==> src/shared/can_accept_pkg.sv <==
// Purpose: Shared constants and carriers for the CAN acceptance filter/mask register block
// Assumes: Byte-wide host register port, one 200 MHz clock
// Notes:   Offsets are the byte addresses seen by the host controller
package can_accept_pkg;

  // ****************************************
  // Sizes
  // ****************************************
  localparam int NUM_FILTERS = 6;
  localparam int NUM_MASKS   = 2;

  // ****************************************
  // Register offsets
  // ****************************************
  localparam logic [7:0] FILTER0_EXT_ID_LOW = 8'h03;
  localparam logic [7:0] FILTER1_EXT_ID_LOW = 8'h07;
  localparam logic [7:0] FILTER2_EXT_ID_LOW = 8'h0b;
  localparam logic [7:0] FILTER3_EXT_ID_LOW = 8'h13;
  localparam logic [7:0] FILTER4_EXT_ID_LOW = 8'h17;
  localparam logic [7:0] FILTER5_EXT_ID_LOW = 8'h1b;
  localparam logic [7:0] MASK0_STD_ID_HIGH  = 8'h20;
  localparam logic [7:0] MASK0_STD_ID_LOW   = 8'h21;
  localparam logic [7:0] MASK1_STD_ID_HIGH  = 8'h24;
  localparam logic [7:0] MASK1_STD_ID_LOW   = 8'h25;

  localparam logic [7:0] FILTER_OFFSET [NUM_FILTERS] = '{
    FILTER0_EXT_ID_LOW, FILTER1_EXT_ID_LOW, FILTER2_EXT_ID_LOW,
    FILTER3_EXT_ID_LOW, FILTER4_EXT_ID_LOW, FILTER5_EXT_ID_LOW};
  localparam logic [7:0] MASK_HIGH_OFFSET [NUM_MASKS] = '{MASK0_STD_ID_HIGH, MASK1_STD_ID_HIGH};
  localparam logic [7:0] MASK_LOW_OFFSET  [NUM_MASKS] = '{MASK0_STD_ID_LOW, MASK1_STD_ID_LOW};

  // ****************************************
  // Reset values and field layout
  // ****************************************
  localparam logic [7:0] FILTER_LOW_RESET = 8'h00;  // Power-on content is unknown; zero is chosen
  localparam logic [7:0] MASK_HIGH_RESET  = 8'h00;
  localparam logic [7:0] MASK_LOW_RESET   = 8'h00;
  localparam logic [7:0] MASK_LOW_WRITABLE = 8'he3; // Bits 4..2 unimplemented
  localparam int MASK_LOW_SID_LSB = 5;                // Standard id bits 2..0 at 7..5
  localparam int MASK_LOW_EID_MSB = 1;                // Extended id bits 17..16 at 1..0
  localparam logic [1:0] MASK_SELECT_DATA = 2'h0;     // Buffer mask-select code enabling data compare
  localparam logic [7:0] READ_ZERO = 8'h00;

  // ****************************************
  // Carriers
  // ****************************************
  typedef struct packed {
    logic        ext;    // Received frame carries an extended identifier
    logic [10:0] standard_identifier_bits;
    logic [17:0] extended_identifier_bits;
    logic [7:0]  data0;
    logic [7:0]  data1;
  } frame_t;

  typedef struct packed {
    logic        filter_extended_frame_enable;
    logic [10:0] standard_identifier_bits;
    logic [17:8] eid_upper;
  } filter_ref_t;

  typedef struct packed {
    logic [7:0] eid_mid;   // Mask for extended id bits 15..8
    logic [7:0] eid_low;   // Mask for extended id bits 7..0
  } mask_ext_t;

endpackage

==> src/rtl/accept_filter_compare.sv <==
// Purpose: One acceptance filter compare against one received frame
// Assumes: Mask bit zero means do not care
// Notes:   Purely combinational; the parent registers the outcome
`timescale 1ns/100ps
`default_nettype none
module accept_filter_compare (
  // Frame and buffer mode
  input  wire can_accept_pkg::frame_t      frame,
  input  wire logic [1:0]                  buffer_mask_select_field,
  // Filter reference
  input  wire can_accept_pkg::filter_ref_t filter_ref,
  input  wire logic [7:0]                  filter_ext_id_low,
  // Mask
  input  wire logic [7:0]                  mask_std_id_high,
  input  wire logic [7:0]                  mask_std_id_low,
  input  wire can_accept_pkg::mask_ext_t   mask_ext,
  // Outcome
  output logic                             match
);

  logic [10:0] sid_mask;
  logic [17:0] eid_mask;
  logic [17:0] eid_filt;
  logic        sid_ok;
  logic        eid_ok;
  logic        data_ok;

  // Assemble masks and reference values
  assign sid_mask = {mask_std_id_high, mask_std_id_low[7:can_accept_pkg::MASK_LOW_SID_LSB]};
  assign eid_mask = {mask_std_id_low[can_accept_pkg::MASK_LOW_EID_MSB:0], mask_ext.eid_mid, mask_ext.eid_low};
  assign eid_filt = {filter_ref.eid_upper, filter_ext_id_low};  // Low byte vs id bits 7..0

  // A bit passes when masked off or equal
  assign sid_ok  = ~|(sid_mask & (frame.standard_identifier_bits ^ filter_ref.standard_identifier_bits));
  assign eid_ok  = ~|(eid_mask & (frame.extended_identifier_bits ^ eid_filt));
  assign data_ok = ~|(eid_mask[15:0] & ({frame.data0, frame.data1} ^ eid_filt[15:0]));

  // Filter extended enable selects which fields count
  always_comb begin
    if (filter_ref.filter_extended_frame_enable) begin
      match = frame.ext && sid_ok && eid_ok;
    end else begin
      match = !frame.ext && sid_ok &&
              ((buffer_mask_select_field != can_accept_pkg::MASK_SELECT_DATA) || data_ok);
    end
  end

endmodule
`default_nettype wire

==> src/rtl/can_accept_filter_mask_regs.sv <==
// Purpose: Acceptance filter low-id bytes, mask standard-id bytes, and filter hit selection
// Assumes: Host byte port synchronous to mclk; mode level from the mode controller
// Notes:   Other filter and mask bytes arrive as inputs from their own register blocks
//
// Contract
// - Filter low byte is reference for extended identifier bits 7..0.
// - With mask-select 00 and standard filter, low byte compares data byte 1.
// - Outside Configuration mode, mask and filter reads return zero.
// - Mask high byte masks standard id bits 10..3; zero at power-on.
// - Mask low bits 4..2 read zero; writes there ignored.
// - Mask and filter writes accepted only in Configuration mode.
// - Extended enable one: extended frames only; zero: standard frames only.
// - Lowest-numbered matching filter wins; frame goes to one buffer.
`timescale 1ns/100ps
`default_nettype none
module can_accept_filter_mask_regs #(
  parameter int NUM_FILTERS = can_accept_pkg::NUM_FILTERS,
  parameter int NUM_MASKS   = can_accept_pkg::NUM_MASKS
) (
  // Clock and reset
  input  wire logic                        mclk,
  input  wire logic                        rst_b,
  // Mode
  input  wire logic                        config_mode,
  // Host register port
  input  wire logic [7:0]                  reg_addr,
  input  wire logic                        reg_wr,
  input  wire logic [7:0]                  reg_wdata,
  input  wire logic                        reg_rd,
  output logic [7:0]                       reg_rdata,
  // Received frame
  input  wire logic                        frame_valid,
  input  wire can_accept_pkg::frame_t      frame,
  input  wire logic [1:0]                  buffer_mask_select_field [NUM_MASKS],
  // Companion filter and mask bytes
  input  wire can_accept_pkg::filter_ref_t filter_ref [NUM_FILTERS],
  input  wire can_accept_pkg::mask_ext_t   mask_ext [NUM_MASKS],
  // Register contents to the compare logic
  output logic [7:0]                       filter_ext_id_low [NUM_FILTERS],
  output logic [7:0]                       mask_std_id_high [NUM_MASKS],
  output logic [7:0]                       mask_std_id_low [NUM_MASKS],
  // Filter hit result
  output logic                             hit_valid,
  output logic [2:0]                       matched_filter_code,
  output logic                             hit_buffer
);

  // ****************************************
  // Address decode
  // ****************************************
  logic [NUM_FILTERS-1:0] sel_filter;
  logic [NUM_MASKS-1:0]   sel_mask_high;
  logic [NUM_MASKS-1:0]   sel_mask_low;
  logic                   wr_ok;

  // Writes are only honoured in Configuration mode
  assign wr_ok = reg_wr && config_mode;

  always_comb begin
    for (int f = 0; f < NUM_FILTERS; f++) begin
      sel_filter[f] = (reg_addr == can_accept_pkg::FILTER_OFFSET[f]);
    end
    for (int m = 0; m < NUM_MASKS; m++) begin
      sel_mask_high[m] = (reg_addr == can_accept_pkg::MASK_HIGH_OFFSET[m]);
      sel_mask_low[m]  = (reg_addr == can_accept_pkg::MASK_LOW_OFFSET[m]);
    end
  end

  // ****************************************
  // Register storage
  // ****************************************
  // Filter low identifier bytes
  always_ff @(posedge mclk) begin
    for (int f = 0; f < NUM_FILTERS; f++) begin
      if (!rst_b) begin
        filter_ext_id_low[f] <= can_accept_pkg::FILTER_LOW_RESET;
      end else if (wr_ok && sel_filter[f]) begin
        filter_ext_id_low[f] <= reg_wdata;
      end
    end
  end

  // Mask standard-id bytes; unimplemented low bits never store a one
  always_ff @(posedge mclk) begin
    for (int m = 0; m < NUM_MASKS; m++) begin
      if (!rst_b) begin
        mask_std_id_high[m] <= can_accept_pkg::MASK_HIGH_RESET;
        mask_std_id_low[m]  <= can_accept_pkg::MASK_LOW_RESET;
      end else begin
        if (wr_ok && sel_mask_high[m]) begin
          mask_std_id_high[m] <= reg_wdata;
        end
        if (wr_ok && sel_mask_low[m]) begin
          mask_std_id_low[m] <= reg_wdata & can_accept_pkg::MASK_LOW_WRITABLE;
        end
      end
    end
  end

  // ****************************************
  // Read path
  // ****************************************
  logic [7:0] next_rdata;

  // Any other address in this block reads zero; so does every read outside Configuration mode
  always_comb begin
    next_rdata = can_accept_pkg::READ_ZERO;
    for (int f = 0; f < NUM_FILTERS; f++) begin
      if (sel_filter[f]) begin
        next_rdata = filter_ext_id_low[f];
      end
    end
    for (int m = 0; m < NUM_MASKS; m++) begin
      if (sel_mask_high[m]) begin
        next_rdata = mask_std_id_high[m];
      end
      if (sel_mask_low[m]) begin
        next_rdata = mask_std_id_low[m];
      end
    end
    if (!config_mode) begin
      next_rdata = can_accept_pkg::READ_ZERO;
    end
  end

  // Read data registered one cycle after the strobe and held until the next read
  always_ff @(posedge mclk) begin
    if (!rst_b) begin
      reg_rdata <= can_accept_pkg::READ_ZERO;
    end else if (reg_rd) begin
      reg_rdata <= next_rdata;
    end
  end

  // ****************************************
  // Filter compare
  // ****************************************
  logic [NUM_FILTERS-1:0] match;

  // Filters 0 and 1 use mask 0 and buffer 0; the rest use mask 1 and buffer 1
  genvar g;
  generate
    for (g = 0; g < NUM_FILTERS; g++) begin : gen_cmp
      localparam int MI = (g < 2) ? 0 : 1;
      accept_filter_compare u_cmp (
        .frame                    (frame),
        .buffer_mask_select_field (buffer_mask_select_field[MI]),
        .filter_ref               (filter_ref[g]),
        .filter_ext_id_low        (filter_ext_id_low[g]),
        .mask_std_id_high         (mask_std_id_high[MI]),
        .mask_std_id_low          (mask_std_id_low[MI]),
        .mask_ext                 (mask_ext[MI]),
        .match                    (match[g])
      );
    end
  endgenerate

  // ****************************************
  // Priority and result
  // ****************************************
  logic [2:0] next_code;

  // Descending scan so the lowest-numbered match is the one left standing
  always_comb begin
    next_code = 3'h0;
    for (int f = NUM_FILTERS - 1; f >= 0; f--) begin
      if (match[f]) begin
        next_code = f[2:0];
      end
    end
  end

  // One result per frame; a single code means a single buffer
  always_ff @(posedge mclk) begin
    if (!rst_b) begin
      hit_valid           <= 1'b0;
      matched_filter_code <= 3'h0;
      hit_buffer          <= 1'b0;
    end else begin
      hit_valid <= frame_valid && (|match);
      if (frame_valid && (|match)) begin
        matched_filter_code <= next_code;
        hit_buffer          <= (next_code >= 3'h2);
      end
    end
  end
endmodule
`default_nettype wire

==> config.mk <==
export PLATFORM = sky130hd
export DESIGN_NAME = can_accept_filter_mask_regs
export DESIGN_NICKNAME = d
export VERILOG_FILES = /design/src/shared/can_accept_pkg.sv /design/src/rtl/accept_filter_compare.sv /design/src/rtl/can_accept_filter_mask_regs.sv
export SDC_FILE = /design/constraint.sdc
export NUM_CORES = 1
export LEC_CHECK = 0
export ABC_AREA = 1
export BUFFER_PORTS_ARGS = -buffer_cell sky130_fd_sc_hd__buf_2
export CORE_MARGIN = 2
export CORE_UTILIZATION = 30
export CTS_BUF_LIST = sky130_fd_sc_hd__clkbuf_8
export CTS_CLUSTER_DIAMETER = 80
export CTS_CLUSTER_SIZE = 16
export DETAILED_ROUTE_END_ITERATION = 10
export PLACE_DENSITY = 0.56
export SYNTH_ARGS = -nofsm -noshare
export SYNTH_HDL_FRONTEND = slang
export SYNTH_HIERARCHICAL = 1
export SYNTH_SLANG_ARGS = --single-unit
==> constraint.sdc <==
create_clock -name mclk -period 4.8 [get_ports mclk]
set_input_delay 0.48 -clock mclk [delete_from_list [all_inputs] [get_ports mclk]]
set_output_delay 0.48 -clock mclk [all_outputs]
set_load 0.01 [all_outputs]
==> impl_metrics.json <==
{
  "status": "finished, final reports clean",
  "path_clk_slew_ps": 100,
  "synth_area_mm2": 0.0100,
  "setup_slack_ps": 2500,
  "h-tree-depth": 3,
  "start_util_pct": 30.6,
  "cpPeakStageDelay_ps": 650,
  "final_antenna_net_count": 0,
  "finClkSkew_ps": 16.1,
  "cts_tree": "built",
  "root_buffer": "clkbuf_8",
  "clkSinkCount": 87,
  "dp_worst_setup_slack_ps": 2320,
  "cts_resized": 0,
  "post_cts_buffers": 0,
  "num_rows": 66,
  "rrSetupSlack_ps": 2500,
  "placedCellCount": 2742,
  "cp-start-kind": "flop",
  "drtPass1Iterations": 5,
  "cts.path.max_buffers": 2,
  "grt_pass1_vias": 11500,
  "drv_slew": 0,
  "ctsHoldBuffers": 0,
  "whs_endpoint": "matched_filter_code[2]$_SDFFE_PN0P_",
  "ys_seq_area_share_pct": 17.4,
  "min_path_type": "input port to flop",
  "via_per_inst": 4.73,
  "vias": 13000,
  "ios": 329,
  "final_common_cell": "nand2_1",
  "grt_pass1_wl_um": 64800,
  "cts_buffers": 9,
  "die_w_um": 187,
  "required_ps": 5100,
  "synth_top_area_cell": "nand2_1",
  "synth_top_area_share_pct": 27.9,
  "fin_setup_tns_ps": 0,
  "routed_wl_um": 42800,
  "nets": 2547,
  "finalSetupViolCount": 0,
  "path_cells": "nor2_1 -> o21ai_1 -> nor2_1 -> nand2_1 -> nor2_2 -> nand3_1 -> nand2_1 -> or2_2 -> nor3_1 -> inv_1 -> nand2_1 -> nand2_1 -> inv_1 -> nand2_1 -> a21oi_1",
  "fin_crit_ps": 2300,
  "arrival_ps": 2600,
  "grt.overflow.total": 0,
  "clock.fmax_ghz": 0.434,
  "syn_area_per_cell_um2": 4.98,
  "grt_use_total_pct": 23.7,
  "post-dp-hpwl_um": 35300,
  "clkLatencyLatePin_ps": 370,
  "power_leakage_nw": 6.81,
  "port_buffers": 322,
  "antenna_found_initial": 2,
  "wl_per_cell_um": 15.5,
  "die_area_mm2": 0.0348,
  "dieHeight_um": 187,
  "drive_above_1_share_pct": 18.6,
  "vdd_drop_max_uv": 178,
  "grt_max_degree": 46,
  "crit_fanout": 7,
  "min_period_over_period_pct": 48.0,
  "drt_iter0_drc": 928,
  "final_cells": 2760,
  "power_mw": 1.80,
  "gp_congestion": 0.955,
  "fin_hold_ws_ps": 471,
  "powerDensity_mw_per_mm2": 148,
  "worst_pin_slew_ps": 882,
  "crit_path_frequent_cell": "nand2_1",
  "r2r-end": "matched_filter_code[1]$_SDFFE_PN0P_",
  "min_from": "frame_valid",
  "r2r-start": "filter_ext_id_low[19]$_SDFFE_PN0P_",
  "ys_types": 29,
  "drcViolationCount": 0,
  "slew_headroom_pct": 41.1,
  "area_growth_pct": 21.8,
  "yosysWarningCount": 6,
  "final_cell_mix": "nand2_1, nor2_1, buf_2, inv_1, nand3_1",
  "critPathSlowestCell": "dfxtp_1",
  "synth_cells": 2006,
  "nFillCells": 3803,
  "rsz0062_at_grt": "no",
  "core_area_mm2": 0.0327,
  "crit_type": "flop to flop",
  "ys_ff_latch": 87,
  "hold_viol": 0,
  "crit_path_end_kind": "flop",
  "synth.area.top_cells": "nand2_1, dfxtp_1, nor2_1",
  "whs_path_depth": 3,
  "maxCapViolations": 0,
  "rr_worst_depth": 15
}
-- metrics by stage --
| step | area (µm²) | utilization (%) |
|---|---|---|
| after global placement | 12000 | 36.7 |
| after detailed placement | 12000 | 36.7 |
| final | 12200 | 37.2 |
| after global routing | 12200 | 37.2 |
| after CTS | 12200 | 37.2 |
| after floorplan | 10000 | - |
-- worst max-delay path by stage --
stage | start | to | slack [ps] | depth (start not counted)
2_1_floorplan | frame[1] | hit_buffer$_SDFFE_PN0P_ | 2900 | 18
3_3_place_gp | frame[12] | hit_buffer$_SDFFE_PN0P_ | 2350 | 19
3_5_place_dp | frame[12] | matched_filter_code[1]$_SDFFE_PN0P_ | 2320 | 19
4_1_cts | mask_std_id_high[1]$_SDFFE_PN0P_ | matched_filter_code[1]$_SDFFE_PN0P_ | 2520 | 15
5_1_grt | filter_ext_id_low[19]$_SDFFE_PN0P_ | matched_filter_code[1]$_SDFFE_PN0P_ | 2290 | 17
6_report | filter_ext_id_low[19]$_SDFFE_PN0P_ | matched_filter_code[1]$_SDFFE_PN0P_ | 2500 | 15
-- cell type report --
class / instances / area, µm² / area share (%)
well taps: 442 / 553 / 4.54
diodes: 2 / 5.00 / 0.0411
flip-flops and latches: 87 / 1740 / 14.3
clock inverters: 7 / 55.1 / 0.452
inverters: 284 / 1070 / 8.75
repair buffers: 324 / 1630 / 13.4
clock buffers: 9 / 124 / 1.02
multi-input cells: 1605 / 7010 / 57.5
-- where the power goes --
part	switching [mW]	total, mW	internal [mW]
logic	0.377	0.586	0.209
registers	0.00327	0.728	0.725
clock network	0.289	0.484	0.195
-- routing by layer --
layer  GRT usage [%]  vias to the layer above  routed length, µm
li1                -                     6767                  -
met1            30.8                     5756              18600
met4            8.21                        0               1440
met5               0                        -                  0
met3            3.14                       69               2930
met2            40.5                      453              19800
-- synthesized netlist by cell type --
master and n:
a21oi_1 82, a21oi_2 5, a31oi_1 1, buf_2 9, buf_4 8, buf_6 4, clkbuf_1 14, conb_1 1
dfxtp_1 87, inv_1 276, inv_2 8, nand2_1 742, nand2_2 15, nand2_4 1, nand3_1 208, nand3_2 13
nand3b_1 9, nand4_1 12, nor2_1 340, nor2_2 33, nor2_4 7, nor2_8 1, nor3_1 1, o21ai_0 54
o21ai_1 12, o21bai_1 6, o22ai_1 6, or2_1 42, or2_2 9
-- registers in the layout (all words and copies together) (netlist names) --
name / count
matched_filter_code: 3
hit_valid: 1
mask_std_id_high: 16
hit_buffer: 1
filter_ext_id_low: 48
mask_std_id_low: 10
reg_rdata: 8
-- critical path, delay by kind of cell (launching register included) --
kind	cells	cell delay, ps
AO/OA/AOI/OAI	2	270
flip-flops	1	650
buffers and inverters	2	180
AND/OR/NAND/NOR	11	1130
-- cell families (layout without fill, tap and decap cells) --
group	after synthesis	count (layout)	share of synthesized area (%)
buf+inv	319	624	12.7
other cells	1	8	0.0375
compound gates	166	166	8.74
flops	87	87	17.4
simple gates	1433	1433	61.1
Note: power is estimated with default switching activity, not from simulation.
